--- src/common/user_break_pkg.sv ---
// constants, types and enumerations for the user breakpoint and profiling block
package user_break_pkg;
    localparam int PC_W = 24;
    localparam int CTL_W = 32;
    localparam int CNT_W = 32;
    localparam int ADDR_DATA_W = 32;
    localparam int ADDR_IDX_W = 4;
    localparam int GROUPS = 4;
    localparam int INSN_W = 48;
    localparam int IR_W = 4;
    localparam int OWNER_BIT = 25;
    localparam int GRP_EN_LSB = 0;
    localparam int AND_COMBINE_BIT = 4;
    localparam int SINGLE_STEP_BIT = 8;
    localparam int BOOT_WORDS = 256;
    localparam int BOOT_CNT_W = 9;
    localparam logic [CTL_W-1:0] CTL_RESET = 32'h0000_0000;
    localparam logic [CNT_W-1:0] CNT_RESET = 32'h0000_0000;
    localparam logic [IR_W-1:0] IR_CAPTURE = 4'h1;
    localparam logic [IR_W-1:0] IR_PC_SAMPLE = 4'h2;
    localparam logic [IR_W-1:0] IR_EMU_INSN = 4'h3;
    localparam logic [IR_W-1:0] IR_BRK_CTL = 4'h4;
    localparam logic [IR_W-1:0] IR_BYPASS = 4'hF;

    typedef struct packed {
        logic tck;
        logic tms;
        logic tdi;
    } jtag_in_s;

    typedef enum logic [3:0] {
        TAP_RESET, TAP_IDLE, TAP_SEL_DR, TAP_CAP_DR, TAP_SHIFT_DR, TAP_EXIT1_DR,
        TAP_PAUSE_DR, TAP_EXIT2_DR, TAP_UPD_DR, TAP_SEL_IR, TAP_CAP_IR, TAP_SHIFT_IR,
        TAP_EXIT1_IR, TAP_PAUSE_IR, TAP_EXIT2_IR, TAP_UPD_IR
    } tap_state_e;

    typedef enum logic [1:0] {
        EXEC_RUN, EXEC_HALT, EXEC_STEP
    } exec_state_e;

    typedef enum logic [1:0] {
        SRC_MEMORY, SRC_BOOT, SRC_EMU_REG, SRC_CACHE
    } fetch_src_e;
endpackage

--- src/hw/user_breakpoint_and_profiling.sv ---
// tap-side pc sampling, user breakpoint control, single step and fetch source selection
// Operation
// - a 24-bit shift register captures the program counter for emulator sampling.
// - in run-test/idle the sample register reloads the pc every core clock.
// - the pc sample register has no memory-mapped path, only tap shifting.
// - emulator owns breakpoints after reset; software takes them via bit 25.
// - with the owner bit clear the tap programs breakpoint control; software only with a write that sets bit 25.
// - with the owner bit set software may write every address range register.
// - software reaches the status register only while the owner bit is set.
// - status shows the hit source and clears on return from interrupt, except for a hit in that same cycle.
// - during single stepping user breakpoint hits leave status unchanged.
// - qualified user breakpoint events raise the low-priority breakpoint interrupt only while the owner bit is set.
// - with single step set, one instruction runs, then an emulator interrupt.
// - with single step set, a return in emulation space causes exactly one further instruction.
// - each single-stepped instruction flushes the pipeline on user-space re-entry.
// - during boot loading the pipeline gets idle until the boot interrupt.
// - in single step the pipeline stops; instructions come from a tap register.
// - on a cache hit the instruction comes from the cache, not memory.
// - each event decrements a nonzero counter unless software writes the counter in that cycle; interrupt only when counter is zero.
`timescale 1ns/1ns
`default_nettype none
module user_breakpoint_and_profiling
    import user_break_pkg::*;
#(
    parameter logic [INSN_W-1:0] IDLE_OPCODE = 48'h0000_0000_0000
) (
    input wire logic i_clk,
    input wire logic i_arst_n,
    input wire jtag_in_s i_jtag,
    output logic o_tdo,
    input wire logic [PC_W-1:0] i_pc,
    input wire logic i_sw_ctl_wr,
    input wire logic [CTL_W-1:0] i_sw_ctl_data,
    input wire logic i_sw_cnt_wr,
    input wire logic [CNT_W-1:0] i_sw_cnt_data,
    input wire logic i_sw_addr_wr,
    input wire logic [ADDR_IDX_W-1:0] i_sw_addr_idx,
    input wire logic [ADDR_DATA_W-1:0] i_sw_addr_data,
    input wire logic i_sw_status_rd,
    input wire logic [GROUPS-1:0] i_group_hit,
    input wire logic i_insn_retired,
    input wire logic i_rti_exit,
    input wire logic i_boot_start,
    input wire logic i_boot_word,
    input wire logic i_boot_irq,
    input wire logic i_cache_hit,
    input wire logic [INSN_W-1:0] i_cache_insn,
    input wire logic [INSN_W-1:0] i_mem_insn,
    output logic [CTL_W-1:0] o_breakpoint_control,
    output logic o_user_break_owner_bit,
    output logic o_addr_we,
    output logic [ADDR_IDX_W-1:0] o_addr_idx,
    output logic [ADDR_DATA_W-1:0] o_addr_data,
    output logic o_status_rd_valid,
    output logic o_status_rd_denied,
    output logic [GROUPS-1:0] o_status_rd_data,
    output logic [CNT_W-1:0] o_event_count,
    output logic o_user_breakpoint_irq,
    output logic o_emulator_irq,
    output logic o_emu_space,
    output logic o_pipe_flush,
    output logic o_pipe_active,
    output fetch_src_e o_fetch_src,
    output logic [INSN_W-1:0] o_insn,
    output logic o_boot_loaded
);
    initial begin
        if (GROUPS > AND_COMBINE_BIT || OWNER_BIT >= CTL_W || BOOT_WORDS >= (1 << BOOT_CNT_W))
            $error("user_breakpoint_and_profiling: field layout does not fit");
    end

    // jtag pins: two-stage synchroniser, then edge detect on the settled copy
    jtag_in_s sync1_reg, sync2_reg;
    logic tck_prev_reg;
    always_ff @(posedge i_clk or negedge i_arst_n) begin
        if (!i_arst_n) begin
            sync1_reg <= '0;
            sync2_reg <= '0;
            tck_prev_reg <= 1'b0;
        end else begin
            sync1_reg <= i_jtag;
            sync2_reg <= sync1_reg;
            tck_prev_reg <= sync2_reg.tck;
        end
    end
    logic tck_rise, tck_fall;
    assign tck_rise = sync2_reg.tck & ~tck_prev_reg;
    assign tck_fall = ~sync2_reg.tck & tck_prev_reg;

    // tap controller and data registers
    tap_state_e tap_reg, tap_next;
    logic [IR_W-1:0] ir_reg, ir_next, ir_shift_reg, ir_shift_next;
    logic [PC_W-1:0] pc_sample_shift_reg, pc_sample_shift_next;
    logic [INSN_W-1:0] dr_reg, dr_next, emu_insn_reg, emu_insn_next;
    logic tdo_reg, tdo_next, tap_ctl_upd_reg, tap_ctl_upd_next;
    logic [CTL_W-1:0] tap_ctl_word_reg, tap_ctl_word_next;

    always_comb begin
        tap_next = tap_reg;
        case (tap_reg)
            TAP_RESET: tap_next = sync2_reg.tms ? TAP_RESET : TAP_IDLE;
            TAP_IDLE: tap_next = sync2_reg.tms ? TAP_SEL_DR : TAP_IDLE;
            TAP_SEL_DR: tap_next = sync2_reg.tms ? TAP_SEL_IR : TAP_CAP_DR;
            TAP_CAP_DR: tap_next = sync2_reg.tms ? TAP_EXIT1_DR : TAP_SHIFT_DR;
            TAP_SHIFT_DR: tap_next = sync2_reg.tms ? TAP_EXIT1_DR : TAP_SHIFT_DR;
            TAP_EXIT1_DR: tap_next = sync2_reg.tms ? TAP_UPD_DR : TAP_PAUSE_DR;
            TAP_PAUSE_DR: tap_next = sync2_reg.tms ? TAP_EXIT2_DR : TAP_PAUSE_DR;
            TAP_EXIT2_DR: tap_next = sync2_reg.tms ? TAP_UPD_DR : TAP_SHIFT_DR;
            TAP_UPD_DR: tap_next = sync2_reg.tms ? TAP_SEL_DR : TAP_IDLE;
            TAP_SEL_IR: tap_next = sync2_reg.tms ? TAP_RESET : TAP_CAP_IR;
            TAP_CAP_IR: tap_next = sync2_reg.tms ? TAP_EXIT1_IR : TAP_SHIFT_IR;
            TAP_SHIFT_IR: tap_next = sync2_reg.tms ? TAP_EXIT1_IR : TAP_SHIFT_IR;
            TAP_EXIT1_IR: tap_next = sync2_reg.tms ? TAP_UPD_IR : TAP_PAUSE_IR;
            TAP_PAUSE_IR: tap_next = sync2_reg.tms ? TAP_EXIT2_IR : TAP_PAUSE_IR;
            TAP_EXIT2_IR: tap_next = sync2_reg.tms ? TAP_UPD_IR : TAP_SHIFT_IR;
            TAP_UPD_IR: tap_next = sync2_reg.tms ? TAP_SEL_DR : TAP_IDLE;
            default: tap_next = TAP_RESET;
        endcase
        if (!tck_rise) begin
            tap_next = tap_reg;
        end
    end

    always_comb begin
        ir_next = ir_reg;
        ir_shift_next = ir_shift_reg;
        dr_next = dr_reg;
        emu_insn_next = emu_insn_reg;
        tap_ctl_word_next = tap_ctl_word_reg;
        tap_ctl_upd_next = 1'b0;
        tdo_next = tdo_reg;
        pc_sample_shift_next = pc_sample_shift_reg;
        // the sample follows the pc on core clocks, not tck edges
        if (tap_reg == TAP_IDLE) begin
            pc_sample_shift_next = i_pc;
        end
        if (tck_rise) begin
            case (tap_reg)
                TAP_RESET: ir_next = IR_BYPASS;
                TAP_CAP_IR: ir_shift_next = IR_CAPTURE;
                TAP_SHIFT_IR: ir_shift_next = {sync2_reg.tdi, ir_shift_reg[IR_W-1:1]};
                TAP_UPD_IR: ir_next = ir_shift_reg;
                TAP_CAP_DR: dr_next = '0;
                TAP_SHIFT_DR: begin
                    // the pc sample leaves only through this shift path
                    case (ir_reg)
                        IR_PC_SAMPLE: pc_sample_shift_next =
                            {sync2_reg.tdi, pc_sample_shift_reg[PC_W-1:1]};
                        IR_EMU_INSN: dr_next = {sync2_reg.tdi, dr_reg[INSN_W-1:1]};
                        IR_BRK_CTL: dr_next[CTL_W-1:0] = {sync2_reg.tdi, dr_reg[CTL_W-1:1]};
                        default: dr_next[0] = sync2_reg.tdi;
                    endcase
                end
                TAP_UPD_DR: begin
                    if (ir_reg == IR_EMU_INSN) begin
                        emu_insn_next = dr_reg;
                    end
                    if (ir_reg == IR_BRK_CTL) begin
                        tap_ctl_word_next = dr_reg[CTL_W-1:0];
                        tap_ctl_upd_next = 1'b1;
                    end
                end
                default: ;
            endcase
        end
        if (tck_fall) begin
            case (tap_reg)
                TAP_SHIFT_IR: tdo_next = ir_shift_reg[0];
                TAP_SHIFT_DR: tdo_next = (ir_reg == IR_PC_SAMPLE) ? pc_sample_shift_reg[0]
                                                                   : dr_reg[0];
                default: tdo_next = 1'b0;
            endcase
        end
    end

    always_ff @(posedge i_clk or negedge i_arst_n) begin
        if (!i_arst_n) begin
            tap_reg <= TAP_RESET;
            ir_reg <= IR_BYPASS;
            ir_shift_reg <= '0;
            dr_reg <= '0;
            emu_insn_reg <= '0;
            tap_ctl_word_reg <= CTL_RESET;
            tap_ctl_upd_reg <= 1'b0;
            tdo_reg <= 1'b0;
            pc_sample_shift_reg <= '0;
        end else begin
            tap_reg <= tap_next;
            ir_reg <= ir_next;
            ir_shift_reg <= ir_shift_next;
            dr_reg <= dr_next;
            emu_insn_reg <= emu_insn_next;
            tap_ctl_word_reg <= tap_ctl_word_next;
            tap_ctl_upd_reg <= tap_ctl_upd_next;
            tdo_reg <= tdo_next;
            pc_sample_shift_reg <= pc_sample_shift_next;
        end
    end
    assign o_tdo = tdo_reg;

    // breakpoint control, event counting and status
    logic [CTL_W-1:0] breakpoint_control_reg, breakpoint_control_next;
    logic single_step_reg, single_step_next;
    logic [CNT_W-1:0] breakpoint_event_counter, counter_next;
    logic [GROUPS-1:0] breakpoint_hit_status_reg, status_next;
    logic [GROUPS-1:0] grp_en, grp_hits;
    logic owner, bp_event, fire, user_irq_reg, user_irq_next;
    logic addr_we_reg, addr_we_next, st_valid_reg, st_valid_next, st_denied_reg, st_denied_next;
    logic [ADDR_IDX_W-1:0] addr_idx_reg, addr_idx_next;
    logic [ADDR_DATA_W-1:0] addr_data_reg, addr_data_next;
    logic [GROUPS-1:0] st_data_reg, st_data_next;
    exec_state_e exec_reg, exec_next;

    assign owner = breakpoint_control_reg[OWNER_BIT];
    assign grp_en = breakpoint_control_reg[GRP_EN_LSB +: GROUPS];
    assign grp_hits = i_group_hit & grp_en;
    // and-combining needs at least one enabled group, else it would fire on nothing
    assign bp_event = (exec_reg != EXEC_HALT) &&
                      (breakpoint_control_reg[AND_COMBINE_BIT]
                          ? ((grp_en != '0) && (grp_hits == grp_en)) : (grp_hits != '0));
    assign fire = bp_event && (breakpoint_event_counter == '0);

    always_comb begin
        breakpoint_control_next = breakpoint_control_reg;
        single_step_next = single_step_reg;
        counter_next = breakpoint_event_counter;
        status_next = breakpoint_hit_status_reg;
        user_irq_next = 1'b0;
        addr_we_next = 1'b0;
        addr_idx_next = addr_idx_reg;
        addr_data_next = addr_data_reg;
        st_valid_next = 1'b0;
        st_denied_next = 1'b0;
        st_data_next = st_data_reg;
        if (tap_ctl_upd_reg) begin
            single_step_next = tap_ctl_word_reg[SINGLE_STEP_BIT];
            if (!owner) begin
                breakpoint_control_next = tap_ctl_word_reg;
            end
        end
        // software may always claim ownership; other writes need it already
        if (i_sw_ctl_wr && (owner || i_sw_ctl_data[OWNER_BIT])) begin
            breakpoint_control_next = i_sw_ctl_data;
        end
        if (i_sw_addr_wr && owner) begin
            addr_we_next = 1'b1;
            addr_idx_next = i_sw_addr_idx;
            addr_data_next = i_sw_addr_data;
        end
        if (i_sw_status_rd) begin
            st_valid_next = owner;
            st_denied_next = !owner;
            st_data_next = owner ? breakpoint_hit_status_reg : '0;
        end
        if (i_sw_cnt_wr && owner) begin
            counter_next = i_sw_cnt_data;
        end else if (bp_event && breakpoint_event_counter != '0) begin
            counter_next = breakpoint_event_counter - 1'b1;
        end
        if (i_rti_exit) begin
            status_next = '0;
        end
        if (fire && owner) begin
            user_irq_next = 1'b1;
            // a hit in the clearing cycle survives the return
            if (!single_step_reg) begin
                status_next = status_next | grp_hits;
            end
        end
    end

    // execution space: run, halted in emulation space, or stepping one instruction
    logic emu_irq_reg, emu_irq_next, flush_reg, flush_next;
    always_comb begin
        exec_next = exec_reg;
        emu_irq_next = 1'b0;
        flush_next = 1'b0;
        case (exec_reg)
            EXEC_RUN: begin
                if (fire && !owner) begin
                    exec_next = EXEC_HALT;
                    emu_irq_next = 1'b1;
                end
            end
            EXEC_HALT: begin
                if (i_rti_exit) begin
                    exec_next = single_step_reg ? EXEC_STEP : EXEC_RUN;
                    flush_next = single_step_reg;
                end
            end
            EXEC_STEP: begin
                if (i_insn_retired) begin
                    exec_next = EXEC_HALT;
                    emu_irq_next = 1'b1;
                end
            end
            default: exec_next = EXEC_RUN;
        endcase
    end

    // fetch source: emulation register beats boot, boot beats cache, cache beats memory
    logic boot_active_reg, boot_active_next, boot_loaded_reg, boot_loaded_next;
    logic [BOOT_CNT_W-1:0] boot_cnt_reg, boot_cnt_next;
    fetch_src_e src_reg, src_next;
    logic [INSN_W-1:0] insn_reg, insn_next;
    always_comb begin
        boot_active_next = boot_active_reg;
        boot_cnt_next = boot_cnt_reg;
        boot_loaded_next = boot_loaded_reg;
        if (i_boot_start) begin
            boot_active_next = 1'b1;
            boot_cnt_next = '0;
            boot_loaded_next = 1'b0;
        end else if (boot_active_reg && i_boot_word && !boot_loaded_reg) begin
            boot_cnt_next = boot_cnt_reg + 1'b1;
            boot_loaded_next = (boot_cnt_reg == BOOT_CNT_W'(BOOT_WORDS - 1));
        end
        if (i_boot_irq) begin
            boot_active_next = 1'b0;
        end
        if (exec_reg != EXEC_RUN) begin
            src_next = SRC_EMU_REG;
            insn_next = emu_insn_reg;
        end else if (boot_active_reg) begin
            src_next = SRC_BOOT;
            insn_next = IDLE_OPCODE;
        end else if (i_cache_hit) begin
            src_next = SRC_CACHE;
            insn_next = i_cache_insn;
        end else begin
            src_next = SRC_MEMORY;
            insn_next = i_mem_insn;
        end
    end

    always_ff @(posedge i_clk or negedge i_arst_n) begin
        if (!i_arst_n) begin
            breakpoint_control_reg <= CTL_RESET;
            single_step_reg <= 1'b0;
            breakpoint_event_counter <= CNT_RESET;
            breakpoint_hit_status_reg <= '0;
            user_irq_reg <= 1'b0;
            addr_we_reg <= 1'b0;
            addr_idx_reg <= '0;
            addr_data_reg <= '0;
            st_valid_reg <= 1'b0;
            st_denied_reg <= 1'b0;
            st_data_reg <= '0;
            exec_reg <= EXEC_RUN;
            emu_irq_reg <= 1'b0;
            flush_reg <= 1'b0;
            boot_active_reg <= 1'b0;
            boot_cnt_reg <= '0;
            boot_loaded_reg <= 1'b0;
            src_reg <= SRC_MEMORY;
            insn_reg <= '0;
        end else begin
            breakpoint_control_reg <= breakpoint_control_next;
            single_step_reg <= single_step_next;
            breakpoint_event_counter <= counter_next;
            breakpoint_hit_status_reg <= status_next;
            user_irq_reg <= user_irq_next;
            addr_we_reg <= addr_we_next;
            addr_idx_reg <= addr_idx_next;
            addr_data_reg <= addr_data_next;
            st_valid_reg <= st_valid_next;
            st_denied_reg <= st_denied_next;
            st_data_reg <= st_data_next;
            exec_reg <= exec_next;
            emu_irq_reg <= emu_irq_next;
            flush_reg <= flush_next;
            boot_active_reg <= boot_active_next;
            boot_cnt_reg <= boot_cnt_next;
            boot_loaded_reg <= boot_loaded_next;
            src_reg <= src_next;
            insn_reg <= insn_next;
        end
    end

    assign o_breakpoint_control = breakpoint_control_reg;
    assign o_user_break_owner_bit = owner;
    assign o_addr_we = addr_we_reg;
    assign o_addr_idx = addr_idx_reg;
    assign o_addr_data = addr_data_reg;
    assign o_status_rd_valid = st_valid_reg;
    assign o_status_rd_denied = st_denied_reg;
    assign o_status_rd_data = st_data_reg;
    assign o_event_count = breakpoint_event_counter;
    assign o_user_breakpoint_irq = user_irq_reg;
    assign o_emulator_irq = emu_irq_reg;
    assign o_emu_space = (exec_reg != EXEC_RUN);
    assign o_pipe_flush = flush_reg;
    assign o_pipe_active = (src_reg != SRC_EMU_REG);
    assign o_fetch_src = src_reg;
    assign o_insn = insn_reg;
    assign o_boot_loaded = boot_loaded_reg;
endmodule
`default_nettype wire

--- config.mk ---
export PLATFORM = sky130hd
export DESIGN_NAME = user_breakpoint_and_profiling
export DESIGN_NICKNAME = d
export VERILOG_FILES = /design/src/common/user_break_pkg.sv /design/src/hw/user_breakpoint_and_profiling.sv
export SDC_FILE = /design/constraint.sdc
export NUM_CORES = 1
export LEC_CHECK = 0
export ABC_AREA = 1
export BUFFER_PORTS_ARGS = -buffer_cell sky130_fd_sc_hd__buf_2
export CORE_ASPECT_RATIO = 1.2
export CORE_UTILIZATION = 29
export CTS_CLUSTER_DIAMETER = 150
export DETAILED_ROUTE_END_ITERATION = 6
export MAX_ROUTING_LAYER = met4
export PLACE_DENSITY_LB_ADDON = 0.15
export SLEW_MARGIN = 10
export SYNTH_ARGS = -nofsm -noshare
export SYNTH_HDL_FRONTEND = slang
export SYNTH_SLANG_ARGS = --single-unit
--- constraint.sdc ---
create_clock -name i_clk -period 2.1 [get_ports i_clk]
set_clock_uncertainty 0.1 [all_clocks]
set_input_delay 0.315 -clock i_clk [delete_from_list [all_inputs] [get_ports i_clk]]
set_output_delay 0.315 -clock i_clk [all_outputs]
set_load 0.02 [all_outputs]
# Yosys cells after proc, flatten, opt, wreduce, memory -nomap -nowiden
# Cells that the tools add are included.
dict set report classes {
  n_addsub 2
  n_eq_ne 31
  muxes 64
  n_bitwise 6
  n_reduce_logical 41
}
# op count
set op_table {}
lappend op_table {{$mux 32} 5}
lappend op_table {{$mux 48} 3}
lappend op_table {{$mux 24} 4}
lappend op_table {{$pmux 48 s2} 1}
lappend op_table {{$pmux 31 s2} 1}
lappend op_table {{$pmux 4 s12} 1}
lappend op_table {{$eq 4x4->1 const B} 8}
lappend op_table {{$logic_not 32->1} 1}
lappend op_table {{$mux 4} 8}
lappend op_table {{$reduce_bool 32->1} 1}
lappend op_table {{$sub 32x1->32 const B} 1}
lappend op_table {{$eq 4x3->1 const B} 5}
lappend op_table {{$mux 1} 20}
lappend op_table {{$mux 2} 10}
lappend op_table {{$mux 9} 2}
lappend op_table {{$reduce_and 3->1} 6}
lappend op_table {{$eq 4x2->1 const B} 4}
lappend op_table {{$mux 16} 1}
lappend op_table {{$pmux 4 s2} 2}
lappend op_table {{$reduce_bool 2->1} 8}
lappend op_table {{$ne 2x2->1 const B} 6}
lappend op_table {{$logic_and 1x1->1} 11}
lappend op_table {{$add 9x1->9 const B} 1}
lappend op_table {{$eq 9x8->1 const B} 1}
lappend op_table {{other kinds (21)} 33}
dict set report totals {
  ff_bits 351
  input_bits 239
  out_inout_bits 165
  wordCells 182
}

# Logic depth before layout (Yosys ltp)
dict set report logic_depth {
  word_depth 9
  mapped_depth 12
}

# Worst setup path after synthesis
# OpenSTA, ideal clock, no wires.
dict set report synth_timing {
  kind {reg-to-reg}
  start {register breakpoint_event_counter[0], in the netlist o_event_count[0]}
  end {register breakpoint_event_counter[31], in the netlist o_event_count[31]}
  arrival_time_ns 1.678
  required_time_ns 1.885
  path_slack_ns 0.207
  stages_incl_launch_ff 13
  path_buffers 1
  synth_period_minus_slack_ns 1.893
  cell_sequence {dfrtp_1 -> inv_1 -> ha_1 -> nand2_2 -> nor2_4 -> nand2_4 -> nor2_8 -> inv_2 -> nand2_2 -> nand2_4 -> buf_6 -> nand3_2 -> nand2_2}
}
dict set report synth_between {
  elab_chain_cells 3
  elab_cells_between_ends 6
  classes_between {1 x add/sub; 2 x mux; 3 x reduce/logical}
}
# item line_no
set synth_rtl {}
lappend synth_rtl {{from (decl)} user_breakpoint_and_profiling.sv:204} ;# logic [CNT_W-1:0] breakpoint_event_counter, counter_next;
lappend synth_rtl {{from (signal assigned)} user_breakpoint_and_profiling.sv:360} ;# breakpoint_event_counter <= counter_next;
lappend synth_rtl {{$sub 32x1->32 / $reduce_bool 32->1 (equally long branches)} {user_breakpoint_and_profiling.sv:258, user_breakpoint_and_profiling.sv:257}}
lappend synth_rtl {{$mux 32 / $logic_and 1x1->1 (equally long branches)} user_breakpoint_and_profiling.sv:257} ;# end else if (bp_event && breakpoint_event_counter != '0) begin
lappend synth_rtl {{$mux 32 / $reduce_bool 2->1 (equally long branches)} --}
# Parallel ways exist; a longest one is shown, timed or not. The select of a mux whose other input is x is not followed.
# A chain may end at the register's enable or synchronous reset.

# Worst setup path in the final report
dict set report layout_timing {
  start {register exec_reg[1]}
  end {register insn_reg[35], in the netlist o_insn[35]}
}
dict set report layout_between {
  elab_chain_cells 2
}
# item line_no
set layout_rtl {}
lappend layout_rtl {{from (decl)} user_breakpoint_and_profiling.sv:212} ;# exec_state_e exec_reg, exec_next;
lappend layout_rtl {{from (signal assigned)} user_breakpoint_and_profiling.sv:369} ;# exec_reg <= exec_next;
lappend layout_rtl {{$reduce_bool 2->1} user_breakpoint_and_profiling.sv:321} ;# if (exec_reg != EXEC_RUN) begin
lappend layout_rtl {{$mux 48} user_breakpoint_and_profiling.sv:321}
lappend layout_rtl {{via insn_next[35]} user_breakpoint_and_profiling.sv:305} ;# logic [INSN_W-1:0] insn_reg, insn_next;
lappend layout_rtl {{to (signal assigned)} user_breakpoint_and_profiling.sv:376} ;# insn_reg <= insn_next;
lappend layout_rtl {{to (decl)} user_breakpoint_and_profiling.sv:305}
# The timed path passes the listed nets, and every way through them passes these cells.

==> flow_summary.toml <==
[outcome]
status = "finished, final reports clean"

[pwr]
vdd_drop_max_mv = 0.553
leakagePower_nw = 11.5
power_density_mw_per_mm2 = 1010

[logic_synthesis]
ys_async_sr_fraction_pct = 100
ys_types = 40
yosys-top-cells-area = "dfrtp_1 54%, nand2_1 12%, nand3_1 6.8%"
syn_area_mm2 = 0.0160
synth.top_cell.area_share_pct = 54.4
syn_avg_cell_area_um2 = 8.32
yosysTopAreaCell = "dfrtp_1"
seq_area_frac_synth_pct = 55.1
ys_seq_elements = 351
ys_warn_count = 0
ys.flop_type = "dfrtp_1"
synth_cells = 1918
synth-edff-count = 0
synth_nets = 2160

[sta]
worst_slew_margin_rel_pct = 71.2
slew_violations = 0
hold_viol = 0
tightest_slew_ps = 432
period_needed_ps = 2000
setup_viol = 0
clock.fmax_mhz = 499
setup_slack_ps = 95.9
period_share_pct = 95.4

[routing]
firstDrtPassIters = 4
viasPerCell = 4.66
met2_length_um = 26900
wl_met3_um = 2320
top_layer_used = "met4"
via_count = 15400
drt-initial-drc-count = 853
wl_um = 55300
m1WireLength_um = 24700
wl_per_cell_um = 16.7
drc = 0
ant_nets = 0

[floorplan]
placementRows = 93
die_area_mm2 = 0.0560
io_pins = 404
core_area_mm2 = 0.0540
die-height_um = 259
initial_core_util_pct = 29.6
fp.dieW_um = 216

[clocking]
cts_num_sinks = 351
numCtsBuffers = 42
clk_latency_ps = 570
cts_buffer_depth = 3
cts_max_level = 2
cts.clk_slew.worst_paths_ps = 60
cts_tree = "yes"
root_buffer = "clkbuf_16"

[worst_setup_path]
crit_type = "flip-flop to flip-flop"
crit_path_max_fanout = 21
arrival_ps = 2340
crit_required_ps = 2430
worst_setup_path_end_kind = "flip-flop"
start_kind = "flip-flop"

[placement]
hpwl_um = 38600
dp_slack_ps = 83.8
io_buffers = 403
gp_congestion = 0.893

[job]
drv_cap = 0

[global_routing]
grt_pass1_vias = 15700
grt_start_max_net_pins = 97
antenna_found_initial = 1
grt_pass1_wl_um = 87300
overflow = 0
grtUsageTotal_pct = 20.2

[cells_and_area]
final_core_util_pct = 42.5
syn2layout_area_growth_pct = 43.6
drive_above_1_share_pct = 24.9
layout.nets = 2805

[min_path]
hold_class = "primary input to flip-flop"
[synth_stat cells, types with 4 or more instances]
cell        n
or2_2       7
inv_2      17
inv_1     132
dfrtp_1   347
o211ai_1    6
nor3_1     10
buf_6       5
nand3_2     8
nand3_1   218
nor2_2     12
nor2_4      5
a21oi_1   111
clkbuf_1   50
a22o_1      4
nand2_2    17
nand4_1    11
o21ai_2    15
buf_4       5
o21ai_1    61
nand2_1   496
nor2_1    173
o21ai_0   104
dfstp_2     4
buf_2      38
a31oi_1    34
[cells by family (layout without fill, tap and decap cells)]
group | after synthesis | after routing | share of synthesized area, %
XOR/XNOR | 4 | 4 | 0.220
buffers and inverters | 250 | 926 | 6.53
AO/OA/AOI/OAI | 346 | 346 | 11.8
adder cells (fa/ha/maj) | 3 | 3 | 0.235
multiplexers | 1 | 1 | 0.0627
AND/OR/NAND/NOR | 963 | 963 | 26.1
flip-flops | 351 | 351 | 55.1
other | 0 | 2 | 0
[final cells by class]
cell class                 count  area (um2)
antenna                        2        5.00
clock buffer                  55        1210
clock inverter                20         225
fill                        5432       31100
inverter                     149         572
multi-input combinational   1317        6170
sequential                   351        8790
tap                          712         891
timing repair buffer         701        5050
timing repair inverter         1        8.76
[critical path: stages, from the launching register on]
cell and delay [ps]:
dfrtp_2 440, nor2_4 130, buf_12 130, clkinv_8 100, buf_12 180, a21oi_1 140
a21oi_1 80, dlygate4sd3_1 560
[routing by layer]
layer	vias up	global-route usage, %
li1	7570	-
met1	7365	25.9
met2	397	33.4
met3	73	2.44
met4	0	6.14
met5	-	-
[cell usage in the layout, fill, tap and decap left out, types with 6 or more instances in the layout]
cell	synthesis	routed
nand2_2	17	18
o21ai_0	104	104
nand4_1	11	11
a31oi_1	34	34
inv_1	132	132
or2_2	7	7
clkbuf_8	0	11
nor2_1	173	169
buf_12	0	17
clkbuf_16	0	42
nor3_1	10	10
o211ai_1	6	6
nand3_1	218	218
a21oi_1	111	111
buf_4	5	52
clkinv_2	0	11
o21ai_2	15	15
o21ai_1	61	61
dlygate4sd3_1	0	228
nor2_4	5	9
buf_2	38	402
nand3_2	8	8
inv_2	17	16
nor2_2	12	12
nand2_1	496	494
dfrtp_1	347	345
[stage by stage]
step	setup TNS [ps]	hold WS (ps)	instance area [um2]	total power [W]	std cells
6_report	0	25.6	22900	0.0232	3308
3_5_place_dp	0	99.3	19100	0.0153	2999
5_1_grt	-17.1	24.8	22900	0.0245	3307
2_1_floorplan	0	-80.6	16000	0.0127	1918
4_1_cts	0	4.47	22900	0.0235	3302
3_3_place_gp	0	92.3	19100	0.0153	2999
[path summary, 6_finish.rpt]
check | start | end | slack (ps) | depth (start not counted)
setup / recovery | exec_reg[1] | o_insn[35] | 100 | 7
hold / removal | i_mem_insn[45] | o_insn[45] | 30 | 3
setup reg to reg | exec_reg[1] | o_insn[35] | 100 | 7
hold reg to reg | sync1_reg[0] | sync2_reg[0] | 250 | 0
max in group asynchronous | i_arst_n | o_breakpoint_control[26] | 1050 | 3
min in group asynchronous | i_arst_n | o_event_count[29] | 90 | 2
[power by group]
part | internal [W] | switching (W) | total (W)
Combinational | 0.00266 | 0.00446 | 0.00711
Sequential | 0.00773 | 0.000748 | 0.00848
Clock | 0.00455 | 0.00302 | 0.00758
Total | 0.0149 | 0.00823 | 0.0232
[what timing repair did]
action | CTS | global route
setup buffers | 0 | 3
hold buffers | 228 | 0
endpoints found under the setup margin | 3 | 32
gates cloned | 0 | 1
pin swaps | 0 | 2
hold endpoints to repair | 534 | 0
resized for setup | 3 | 8
Power figures use the tool's default switching activity.
